--- config.mk ---
export PLATFORM = sky130hd
export DESIGN_NAME = cmsef_top
export DESIGN_NICKNAME = d
export VERILOG_FILES = /design/src/hdl/cmsef_pkg.sv /design/src/hdl/cmsef_bit_check.sv /design/src/hdl/cmsef_top.sv
export SDC_FILE = /design/constraint.sdc
export NUM_CORES = 1
export LEC_CHECK = 0
export BUFFER_PORTS_ARGS = -buffer_cell sky130_fd_sc_hd__buf_2
export CAP_MARGIN = 20
export CORE_MARGIN = 1
export CORE_UTILIZATION = 44
export CTS_BUF_LIST = sky130_fd_sc_hd__clkbuf_4 sky130_fd_sc_hd__clkbuf_8
export CTS_CLUSTER_DIAMETER = 200
export DETAILED_ROUTE_END_ITERATION = 6
export PLACE_DENSITY = 0.62
export RECOVER_POWER = 25
export SETUP_SLACK_MARGIN = 0.4
export SLEW_MARGIN = 40
export SYNTH_ARGS = -nofsm -noshare
export SYNTH_HDL_FRONTEND = slang
export SYNTH_SLANG_ARGS = --single-unit
--- constraint.sdc ---
create_clock -name pclk -period 3.61 [get_ports pclk]
set_clock_uncertainty 0.1 [all_clocks]
set_input_delay 0.722 -clock pclk [delete_from_list [all_inputs] [get_ports pclk]]
set_output_delay 0.722 -clock pclk [all_outputs]
set_load 0.05 [all_outputs]
--- src/hdl/cmsef_pkg.sv ---
package cmsef_pkg;

    // Message objects and their index width.
    localparam int unsigned NOBJ = 14;
    localparam int unsigned OBJW = 4;

    // Register indices; the byte address on the bus is four times the index.
    localparam logic [9:0] IDX_TEC  = 10'h09c;
    localparam logic [9:0] IDX_REC  = 10'h09d;
    localparam logic [9:0] IDX_STAT = 10'h0b2;
    localparam logic [9:0] IDX_PAGE = 10'h0b1;
    localparam logic [9:0] IDX_OCTL = 10'h0b3;
    localparam logic [9:0] IDX_CFG  = 10'h0ab;

    // Configuration bit positions.
    localparam int unsigned CFG_AUTOBAUD = 0;
    localparam int unsigned CFG_EN_TX    = 1;
    localparam int unsigned CFG_EN_RX    = 2;
    localparam int unsigned CFG_EN_ERR   = 3;

    // Object status bit positions.
    localparam int unsigned ST_LENGTH_MISMATCH_WARNING  = 7;
    localparam int unsigned ST_TXD   = 6;
    localparam int unsigned ST_RXD   = 5;
    localparam int unsigned ST_BIT   = 4;
    localparam int unsigned ST_STUFF = 3;
    localparam int unsigned ST_CRC   = 2;
    localparam int unsigned ST_FORM  = 1;
    localparam int unsigned ST_ACK   = 0;

    // Reset values and counter steps.
    localparam logic [7:0] TEC_RST    = 8'h00;
    localparam logic [7:0] REC_RST    = 8'h00;
    localparam logic [3:0] CFG_RST    = 4'h0;
    localparam logic [7:0] TX_ERR_INC = 8'h08;
    localparam logic [7:0] RX_ERR_INC = 8'h01;
    localparam logic [7:0] OK_DEC     = 8'h01;
    localparam logic [7:0] CNT_MAX    = 8'hff;

    // Frame checking constants.
    localparam logic [2:0]  STUFF_LIMIT = 3'h5;
    localparam logic [14:0] CRC_POLY    = 15'h4599;

    // Field that the bit currently sampled belongs to.
    typedef enum logic [3:0] {
        FLD_IDLE    = 4'h0,
        FLD_SOF     = 4'h1,
        FLD_ARB     = 4'h2,
        FLD_CTRL    = 4'h3,
        FLD_DATA    = 4'h4,
        FLD_CRC     = 4'h5,
        FLD_CRC_DEL = 4'h6,
        FLD_ACK     = 4'h7,
        FLD_ACK_DEL = 4'h8,
        FLD_EOF     = 4'h9,
        FLD_ERRFRM  = 4'ha
    } cmsef_field_e;

    // One bit as seen at the sample point.
    typedef struct packed {
        logic         smp;
        logic         rx;
        logic         tx;
        logic         xmit;
        cmsef_field_e fld;
    } cmsef_bit_s;

    // Error pulses, with the role the node had when they arose.
    typedef struct packed {
        logic tx;
        logic bit_err;
        logic stuff_err;
        logic crc_err;
        logic form_err;
        logic ack_err;
    } cmsef_err_s;

endpackage

--- src/hdl/cmsef_bit_check.sv ---
`timescale 1ns/1ps
module cmsef_bit_check
    import cmsef_pkg::*;
(
    input  wire logic       pclk,
    input  wire logic       presetn,
    input  wire cmsef_bit_s link,
    output cmsef_err_s      err
);

    typedef struct packed {
        logic       last;
        logic [2:0] run;
        logic [14:0] crc;
        logic [14:0] rcrc;
        cmsef_err_s err;
    } cmsef_chk_s;

    cmsef_chk_s q;
    cmsef_chk_s d;
    logic       stuffed;
    logic       isdata;
    logic       nxt;
    logic [14:0] base;

    // Destuffing, CRC and field checks, evaluated once per sample point.
    always_comb begin
        d       = q;
        d.err   = '0;
        isdata  = 1'b0;
        nxt     = 1'b0;
        base    = (link.fld == FLD_SOF) ? 15'h0000 : q.crc;
        stuffed = link.fld inside {FLD_SOF, FLD_ARB, FLD_CTRL, FLD_DATA, FLD_CRC};
        if (link.smp) begin
            d.err.tx = link.xmit;
            if (!stuffed) begin
                d.run = 3'h0;
            end else if (q.run == STUFF_LIMIT) begin
                // A sixth equal level where a stuff bit belongs.
                d.err.stuff_err = (link.rx == q.last);
                d.run           = 3'h1;
                d.last          = link.rx;
            end else begin
                isdata = 1'b1;
                d.run  = (q.run != 3'h0 && link.rx == q.last) ? q.run + 3'h1 : 3'h1;
                d.last = link.rx;
            end
            // CRC over destuffed bits from start of frame through data.
            if (isdata && link.fld inside {FLD_SOF, FLD_ARB, FLD_CTRL, FLD_DATA}) begin
                nxt   = link.rx ^ base[14];
                d.crc = {base[13:0], 1'b0} ^ (nxt ? CRC_POLY : 15'h0000);
            end
            if (isdata && link.fld == FLD_CRC) begin
                d.rcrc = {q.rcrc[13:0], link.rx};
            end
            // Compare only as a receiver, at the CRC delimiter.
            d.err.crc_err  = link.fld == FLD_CRC_DEL && !link.xmit && q.rcrc != q.crc;
            // Fixed recessive fields must not be dominant.
            d.err.form_err = link.fld inside {FLD_CRC_DEL, FLD_ACK_DEL, FLD_EOF} && !link.rx;
            // Recessive read back where a dominant would be expected.
            d.err.ack_err  = link.xmit && link.fld == FLD_ACK && link.rx;
            // Mismatch while sending, minus the overwrite-allowed cases.
            d.err.bit_err  = link.xmit && link.rx != link.tx &&
                             !(link.tx && link.fld inside {FLD_ARB, FLD_ACK, FLD_ERRFRM});
        end
    end

    // The checker state.
    always_ff @(posedge pclk or negedge presetn) begin
        if (!presetn) begin
            q <= '0;
        end else begin
            q <= d;
        end
    end

    assign err = q.err;

    a_ack_err_set: assert property (@(posedge pclk) disable iff (!presetn)
        link.smp && link.xmit && link.fld == FLD_ACK && link.rx |=> err.ack_err)
        else $error("ack error not flagged");
    a_arb_exempt: assert property (@(posedge pclk) disable iff (!presetn)
        link.smp && link.fld == FLD_ARB && link.tx && !link.rx |=> !err.bit_err)
        else $error("bit error raised in arbitration");
    a_form_eof: assert property (@(posedge pclk) disable iff (!presetn)
        link.smp && link.fld == FLD_EOF && !link.rx |=> err.form_err)
        else $error("form error missed in end of frame");
    a_stuff_run: assert property (@(posedge pclk) disable iff (!presetn)
        err.stuff_err |-> $past(q.run) == STUFF_LIMIT)
        else $error("stuff error without five equal bits");
    a_crc_rx_only: assert property (@(posedge pclk) disable iff (!presetn)
        err.crc_err |-> !err.tx)
        else $error("crc error raised while sending");
    c_stuff_err: cover property (@(posedge pclk) err.stuff_err);

endmodule

--- src/hdl/cmsef_top.sv ---
`timescale 1ns/1ps
// Behaviour
// - Transmit error counter, 8 bits, read only, zero after reset.
// - Receive error counter, 8 bits, read only, zero after reset.
// - Set length mismatch warning when received length differs from configured one.
// - Every reception overwrites the object's configured length with the received one.
// - Set transmit done when the object's transmission completes.
// - Lowest enabled object index is sent next.
// - Set receive done when the object's reception completes.
// - On multiple matches the lowest index object is updated.
// - While sending, a read-back level differing from the driven one is a bit error.
// - No bit error for overwritten recessive in arbitration, ack slot or error frame.
// - More than five equal bits in a stuffed field is a stuff error.
// - Receiver checks CRC over destuffed bits against the received CRC field.
// - Dominant in CRC delimiter, ack delimiter or end of frame is a form error.
// - Flags stay set until software clears them; each can request an interrupt.
// - Object status has no reset value; software must initialise it.
// - Listen-only mode freezes both error counters.
// - Listen-only mode neither acknowledges nor transmits but still flags errors.
module cmsef_top
    import cmsef_pkg::*;
#(
    parameter int unsigned N_OBJ = NOBJ
)(
    input  wire logic             pclk,
    input  wire logic             presetn,
    input  wire logic             psel,
    input  wire logic             penable,
    input  wire logic             pwrite,
    input  wire logic [11:0]      paddr,
    input  wire logic [31:0]      pwdata,
    output logic      [31:0]      prdata,
    output logic                  pready,
    output logic                  pslverr,
    input  wire cmsef_bit_s       link,
    input  wire logic [N_OBJ-1:0] tx_enabled,
    input  wire logic             tx_done,
    input  wire logic             rx_done,
    input  wire logic [N_OBJ-1:0] rx_hit,
    input  wire logic [3:0]       rx_dlc,
    input  wire logic [OBJW-1:0]  rx_cur_obj,
    output logic      [OBJW-1:0]  tx_obj_idx,
    output logic                  tx_obj_valid,
    output logic                  listen_only,
    output logic                  irq_req
);

    typedef struct packed {
        logic [7:0]                  tec;
        logic [7:0]                  rec;
        logic [3:0]                  cfg;
        logic [OBJW-1:0]             page;
        logic [N_OBJ-1:0][3:0]       dlc;
        logic [N_OBJ-1:0][7:0]       stat;
        logic [31:0]                 prdata;
        logic                        pready;
        logic                        pslverr;
        logic [OBJW-1:0]             txi;
        logic                        txv;
        logic                        irq;
    } cmsef_state_s;

    cmsef_state_s q;
    cmsef_state_s d;
    cmsef_err_s   err;
    logic [9:0]   idx;
    logic         wr;
    logic         pg_ok;
    logic         any_err;
    logic [OBJW:0] txsel;
    logic [OBJW:0] rxsel;
    logic [OBJW-1:0] eobj;
    logic [N_OBJ-1:0][7:0] set;
    logic [7:0]   wmask;

    // Lowest set bit of a request vector, with a found flag on top.
    function automatic logic [OBJW:0] lowest(input logic [N_OBJ-1:0] v);
        logic [OBJW:0] r;
        r = '0;
        for (int i = N_OBJ - 1; i >= 0; i--) begin
            if (v[i]) begin
                r = {1'b1, OBJW'(i)};
            end
        end
        return r;
    endfunction

    // Bit-level frame checks feed the error flags and the counters.
    cmsef_bit_check u_chk (
        .pclk    (pclk),
        .presetn (presetn),
        .link    (link),
        .err     (err)
    );

    // Bus decode; the register is read in the setup cycle and answered next.
    always_comb begin
        idx   = paddr[11:2];
        pg_ok = 32'(q.page) < N_OBJ;
        wr    = psel && penable && q.pready && pwrite;
        wmask = (wr && idx == IDX_STAT && pg_ok) ? pwdata[7:0] : 8'hff;
    end

    // Event routing: which object each hardware event marks.
    always_comb begin
        set     = '0;
        txsel   = lowest(tx_enabled);
        rxsel   = lowest(rx_hit);
        eobj    = err.tx ? q.txi : rx_cur_obj;
        any_err = err.bit_err | err.stuff_err | err.crc_err | err.form_err | err.ack_err;
        if (tx_done && q.txv) begin
            set[q.txi][ST_TXD] = 1'b1;
        end
        if (rx_done && rxsel[OBJW]) begin
            set[rxsel[OBJW-1:0]][ST_RXD]  = 1'b1;
            set[rxsel[OBJW-1:0]][ST_LENGTH_MISMATCH_WARNING] = rx_dlc != q.dlc[rxsel[OBJW-1:0]];
        end
        // Flags are raised in listen-only mode too, for baud search.
        if (32'(eobj) < N_OBJ) begin
            set[eobj][ST_BIT]   = err.bit_err;
            set[eobj][ST_STUFF] = err.stuff_err;
            set[eobj][ST_CRC]   = err.crc_err;
            set[eobj][ST_FORM]  = err.form_err;
            set[eobj][ST_ACK]   = err.ack_err;
        end
    end

    // Next state of the whole block.
    always_comb begin
        d         = q;
        d.pready  = psel && !penable;
        d.pslverr = 1'b0;
        d.prdata  = '0;
        if (psel && !penable) begin
            unique case (idx)
                IDX_TEC:  d.prdata[7:0] = q.tec;
                IDX_REC:  d.prdata[7:0] = q.rec;
                IDX_STAT: d.prdata[7:0] = pg_ok ? q.stat[q.page] : 8'h00;
                IDX_PAGE: d.prdata[OBJW-1:0] = q.page;
                IDX_OCTL: d.prdata[3:0] = pg_ok ? q.dlc[q.page] : 4'h0;
                IDX_CFG:  d.prdata[3:0] = q.cfg;
                default:  d.pslverr = 1'b1;
            endcase
        end
        // Counters have no write path, so a bus write cannot disturb them.
        if (wr && idx == IDX_CFG) begin
            d.cfg = pwdata[3:0];
        end
        if (wr && idx == IDX_PAGE) begin
            d.page = pwdata[OBJW-1:0];
        end
        if (wr && idx == IDX_OCTL && pg_ok) begin
            d.dlc[q.page] = pwdata[3:0];
        end
        // Reception wins over a software length write in the same cycle.
        if (rx_done && rxsel[OBJW]) begin
            d.dlc[rxsel[OBJW-1:0]] = rx_dlc;
        end
        // Sticky flags: software clears by writing zero, a set in that cycle wins.
        for (int i = 0; i < N_OBJ; i++) begin
            if (OBJW'(i) == q.page) begin
                d.stat[i] = (q.stat[i] & wmask) | set[i];
            end else begin
                d.stat[i] = q.stat[i] | set[i];
            end
        end
        // Simplified confinement: saturating at the counter width, no bus-off state.
        if (!q.cfg[CFG_AUTOBAUD]) begin
            if (any_err && err.tx) begin
                d.tec = (q.tec > CNT_MAX - TX_ERR_INC) ? CNT_MAX : q.tec + TX_ERR_INC;
            end else if (tx_done && q.txv && q.tec != 8'h00) begin
                d.tec = q.tec - OK_DEC;
            end
            if (any_err && !err.tx) begin
                d.rec = (q.rec == CNT_MAX) ? CNT_MAX : q.rec + RX_ERR_INC;
            end else if (rx_done && rxsel[OBJW] && q.rec != 8'h00) begin
                d.rec = q.rec - OK_DEC;
            end
        end
        // No object is offered for sending while only listening.
        d.txi = txsel[OBJW-1:0];
        d.txv = txsel[OBJW] && !q.cfg[CFG_AUTOBAUD];
        // Interrupt request from any enabled flag of any object.
        d.irq = 1'b0;
        for (int i = 0; i < N_OBJ; i++) begin
            d.irq = d.irq | (q.cfg[CFG_EN_TX] & q.stat[i][ST_TXD])
                          | (q.cfg[CFG_EN_RX] & q.stat[i][ST_RXD])
                          | (q.cfg[CFG_EN_ERR] & (|{q.stat[i][ST_LENGTH_MISMATCH_WARNING], q.stat[i][4:0]}));
        end
    end

    // Status flags are left out of the reset so they come up undefined.
    always_ff @(posedge pclk or negedge presetn) begin
        if (!presetn) begin
            q.tec     <= TEC_RST;
            q.rec     <= REC_RST;
            q.cfg     <= CFG_RST;
            q.page    <= '0;
            q.dlc     <= '0;
            q.prdata  <= '0;
            q.pready  <= 1'b0;
            q.pslverr <= 1'b0;
            q.txi     <= '0;
            q.txv     <= 1'b0;
            q.irq     <= 1'b0;
        end else begin
            q <= d;
        end
    end

    // Every output is a flip-flop of the state.
    assign prdata       = q.prdata;
    assign pready       = q.pready;
    assign pslverr      = q.pslverr;
    assign tx_obj_idx   = q.txi;
    assign tx_obj_valid = q.txv;
    assign listen_only  = q.cfg[CFG_AUTOBAUD];
    assign irq_req      = q.irq;

    a_counters_frozen: assert property (@(posedge pclk) disable iff (!presetn)
        q.cfg[CFG_AUTOBAUD] |=> $stable(q.tec) && $stable(q.rec))
        else $error("error counter moved in listen-only mode");
    a_tec_step: assert property (@(posedge pclk) disable iff (!presetn)
        !q.cfg[CFG_AUTOBAUD] && err.tx && err.ack_err && q.tec < 8'hf0 |=> q.tec == $past(q.tec) + TX_ERR_INC)
        else $error("transmit error counter did not rise by eight");
    a_tx_lowest: assert property (@(posedge pclk) disable iff (!presetn)
        !q.cfg[CFG_AUTOBAUD] && tx_enabled[0] |=> q.txi == '0 && q.txv)
        else $error("object zero not chosen first");
    a_no_tx_listen: assert property (@(posedge pclk) disable iff (!presetn)
        q.cfg[CFG_AUTOBAUD] |=> !q.txv)
        else $error("object offered while only listening");
    a_txdone_set: assert property (@(posedge pclk) disable iff (!presetn)
        tx_done && q.txv |=> q.stat[$past(q.txi)][ST_TXD])
        else $error("transmit done flag not set");
    a_dlc_update: assert property (@(posedge pclk) disable iff (!presetn)
        rx_done && rxsel[OBJW] |=> q.dlc[$past(rxsel[OBJW-1:0])] == $past(rx_dlc))
        else $error("received length not stored");
    a_set_wins: assert property (@(posedge pclk) disable iff (!presetn)
        rx_done && rxsel[OBJW] && wr && idx == IDX_STAT |=> q.stat[$past(rxsel[OBJW-1:0])][ST_RXD])
        else $error("clear beat a hardware set");
    a_pready_next: assert property (@(posedge pclk) disable iff (!presetn)
        psel && !penable |=> pready ##1 !pready)
        else $error("bus answer not one cycle after setup");
    c_tx_done: cover property (@(posedge pclk) disable iff (!presetn) tx_done && q.txv);
    c_dlc_warn: cover property (@(posedge pclk) disable iff (!presetn) |set[0][ST_LENGTH_MISMATCH_WARNING]);
    c_irq: cover property (@(posedge pclk) disable iff (!presetn) $rose(irq_req));

endmodule

======== Word level (Yosys, flattened, before mapping) ========
Cells that the tools add are included.
word-level totals
  logic and storage cells ................. 407
  output and inout port bits .............. 41
  bits of input ports ..................... 95
  bits in registers ....................... 248
operators by class
  reductions and logical operators ........ 68
  $lt $le $gt $ge ......................... 11
  muxes and demuxes ....................... 107
  eq/ne operators ......................... 35
  bitwise gates (word level) .............. 133
  add/sub/neg operators ................... 5
operators by type and width
  cell                 count
  $bwmux 112           6
  $mux 112             3
  $demux 8 s4          8
  $or 8x8->8           28
  $mux 8               25
  $mux 5               29
  $and 8x8->8          14
  $bwmux 56            2
  $mux 56              2
  $or 112x112->112     1
  $reduce_or 6->1      15
  $eq 10x8->1 const B  6
  $or 1x1->1           45
  $and 1x1->1          42
  $bmux 4 s4           2
  $bmux 8 s4           1
  $demux 4 s4          2
  $logic_and 1x1->1    32
  $mux 15              2
  $mux 4               7
  $eq 4x4->1 const A   6
  $pmux 4 s6           1
  $lt 4x5->1 const B   4
  $eq 3x4->1 const A   4
  36 further kinds     72

======== Logic depth before layout (Yosys ltp) ========
  depth in word-level cells ............... 42
  mapped depth ............................ 13

======== By module ========
A second synthesis with hierarchy kept.
unflattened totals
  cells, all modules ...................... 1,500
  area total of the unflattened synthesis .. 14,935.6 um^2
modules (own cells, without submodules)
  module           cells an instance  area each (um^2)  instances  seq. area each (um^2)
  cmsef_top        1,307              12,819.8          1          5,765.5
  cmsef_bit_check  193                2,115.8           1          1,001.0

======== Worst setup path after synthesis ========
Ideal clock, no wire load.
  kind .................................... input port to flip-flop
  start ................................... in rx_hit[3]
  end ..................................... reg q[127] in the netlist's numbering, data pin
  setup slack ............................. 0.120 ns
  arrival time ............................ 3.127 ns
  setup time .............................. 0.263 ns
  path buffers ............................ 3
  stages on the path ...................... 12
  path through ............................ buf_6 -> or4_1 -> buf_2 -> a31oi_2 -> o22ai_1 -> nand3_1 -> o211ai_1 -> a2111oi_2 -> xor2_1 -> nor4_4 -> buf_6 -> o21ai_2
RTL lines
  element      RTL line         text
  from (decl)  cmsef_top.sv:39  input wire logic [N_OBJ-1:0] rx_hit,
  to (decl)    cmsef_top.sv:63  cmsef_state_s q;

==> metrics <==
vias in the first global route=11900; Max-Cap Viols=1; clock share of power=0.370; most common cell after layout, fill and taps aside=o21ai_0; Final setup viols=0; PortBufs=85; DRT Pass-1 Iters=6; placed wire-length estimate=about 31000 µm; combinational power share=0.164; GRT Residual Overflow=0; root buf cell=clkbuf_8; CTS tree=yes; Synth Area in Compound Gates=0.176; initial antenna violation count=0; slack of the critical path=0.526 ns; Routability Congestion=0.950; Crit-path slowest cell=or3_1; WP buf/inv=3; crit share post-route=0.854; switching share of power=0.300; critical path required time=around 3.8 ns; worst hold path class=input port to register; Post-DRT Antenna Nets=0; switching pwr=around 2.4 mW; clock-pin transition on the worst setup and hold timing paths=0.06 ns; worst skew pair latency=0.59 ns; I/O pin total=136; Power Density=479 mW/mm²; Max Slew Vio Count=82; Clock Path Buffers=3; hold violation total from the final report=0; Most used DFF post-synth=dfrtp_1; Clock Sinks=around 250; pin count of the biggest net entering global routing=84; Setup WS pre-CTS=-0.0106 ns; share of cells above drive strength 1=0.195; Die X=184 µm; WL per Instance=approximately 22 µm; synth unique cells=76; mux share of post-synthesis cell area=0.132; Leak=~6.3 nW; syn_area_per_cell=9.86 µm²; Core Area=0.0326 mm²; CP top delay family=compound AO/OA/AOI/OAI gates; crit-path cells=buf_2 -> or3_1 -> o21ai_2 -> buf_4 -> mux2i_1 -> o211ai_1 -> a2111oi_2 -> xor2_1 -> nor4_4 -> buf_12 -> o21ai_1; Yosys warning total=0; worst hold margin=0.219 ns; GRT Resource Usage Total=0.267; Mapped Cells=1484; CTS H-Tree Depth=2; row count=66; status=complete, but fails checks; CTS Hold Bufs=0; sequential share of power=0.466; RSZ-0062 raised after global routing=false; setup bufs post-CTS=0; Setup crit end kind=register; Syn-to-layout area delta=13.4%; Post-Synth XOR/XNOR Area=0.0204; initial core utilization=0.448; critical path class=input port to register; Antenna Cells=0; Synth Area in Simple Gates=0.150; register area share after synthesis=0.463; failing checks=capacitance limit, slew limit; ys async rst share=0.548; DRT iter0 DRCs=1406; Rel. slew slack=-0.614; Post-synth EDFFs=112; Vias/cell=6.08; FMAX=324 MHz; TritonCTS Buffers=45; Vias=12500; largest family of logic cells by synthesized area=compound AO/OA/AOI/OAI gates; DRC=0; Synth Cell Area=about 0.015 mm²; most frequent cells in the layout=254 x o21ai_0, 134 x nand2_1, 134 x dfrtp_1; nets@finish=1677; global-route wire length before repair=69700 µm; crit start category=input port; DIE AREA=0.0340 mm²; Adder-Cell Fraction of Synth Area=0.00856; minimum clock period=about 3.1 ns; maximum VDD drop=0.328 mV; critical path fanouts, max=14; Crit path arrival time=3.26 ns; FF+latch count, synth=248; internal power=5.57 mW; slowest stage delay, CP=0.38 ns; Slew @ Worst Pin=2.42 ns; WL final=44900 µm; post-cts resize count=0; die height=184 µm
## per-stage QoR
stage | TNS (ns) | power [mW] | std cells | utilization | cell area (µm²)
finish | 0 | 7.95 | 2051 | 0.508 | 16600
global route | 0 | 8.32 | 2051 | 0.508 | 16600
CTS | 0 | 7.97 | 2051 | 0.509 | 16600
detailed placement | -0.0123 | 5.03 | 1967 | 0.478 | 15600
global placement | 0 | 5.00 | 1967 | 0.478 | 15600
floorplan | 0 | 4.58 | 1507 | - | 14800
## layer usage
layer | share of wire | GRT usage | routed length (µm)
met3 | 0.090 | 0.0561 | 4050
met2 | 0.46 | 0.412 | 20600
met1 | 0.43 | 0.379 | 19300
met4 | 0.022 | 0.0727 | 998
met5 | 0 | 0 | 0
## synth_stat cells, drive strengths merged, types with 4 or more instances
master,instances,area share
nor3b,4,0.0021
nor2,124,0.032
a22o,4,0.0024
dfrtp,136,0.23
mux2,28,0.022
nand3,46,0.016
o21ai,272,0.096
a21oi,69,0.024
o31ai,12,0.0065
or4,5,0.0026
nor4,42,0.019
inv,32,0.0082
clkbuf,62,0.016
edfxtp,112,0.23
nand4,10,0.0043
and2,9,0.0040
nand2,134,0.034
or2,8,0.0034
a31oi,9,0.0043
xnor2,9,0.0054
mux2i,80,0.055
or3,6,0.0026
xor2,25,0.015
nand2b,17,0.0073
ha,10,0.0086
nand3b,7,0.0036
mux4,36,0.055
o22ai,8,0.0034
a222oi,13,0.0089
buf,58,0.026
nor2b,11,0.0047
nor3,19,0.0065
and3,10,0.0043
a221oi,7,0.0046
a22oi,9,0.0046
## path summary, 6_finish.rpt
path	from	end	slack, ns	cells past startpoint
setup / recovery	rx_hit[3]	q[47]$_DFFE_PP_	0.53	11
hold / removal	tx_enabled[1]	tx_obj_idx[1]$_DFF_PN0_	0.22	2
setup reg to reg	q[211]$_DFFE_PN0P_	q[186]$_DFF_PN0_	0.79	6
hold reg to reg	u_chk.q[38]$_DFFE_PN0P_	u_chk.q[38]$_DFFE_PN0P_	0.41	1
max in group asynchronous	presetn	q[229]$_DFFE_PN0P_	1.21	1
min in group asynchronous	presetn	u_chk.q[31]$_DFFE_PN0P_	0.81	1
## flip-flops by register name, indices dropped and copies added (netlist names)
signal and count:
u_chk.q 34, pready 1, tx_obj_valid 1, prdata 8, tx_obj_idx 4, u_chk.err 6
pslverr 1, irq_req 1, q 191, listen_only 1
## worst reg2reg max path, cell delays in order (launching register included)
cell and delay, ns:
dfrtp_1 0.63, nor2b_1 0.69, nand2_1 0.55, nor2_1 0.26
buf_4 0.19, mux2i_1 0.18, o21ai_0 0.10
## logic make-up after synthesis
kind of cell,count (synthesis)
buffers and inverters,152
AOI/OAI and AO/OA,437
other,1
adders and majority gates,10
DFF,248
muxes,144
xor gates and xnor gates,34
and+or+nand+nor,458
## power groups by stage
stage / Sequential [mW] / Clock, mW / Combinational (mW)
2_1_floorplan: 3.57 / 0 / 1.01
3_5_place_dp: 3.74 / 0 / 1.30
5_1_grt: 3.74 / 3.12 / 1.46
3_3_place_gp: 3.73 / 0 / 1.26
4_1_cts: 3.69 / 2.98 / 1.30
6_report: 3.70 / 2.94 / 1.30
## area by class of cell
| cell class | instances | area [µm²] |
|---|---|---|
| fillers | 3013 | 16000 |
| multi-input cells | 1107 | 7250 |
| flip-flops and latches | 248 | 6770 |
| clock buffers | 75 | 895 |
| repair buffers | 138 | 881 |
| well taps | 442 | 553 |
| inverters | 32 | 120 |
| clock inverters | 9 | 113 |
Note: power is estimated with default switching activity, not from simulation.
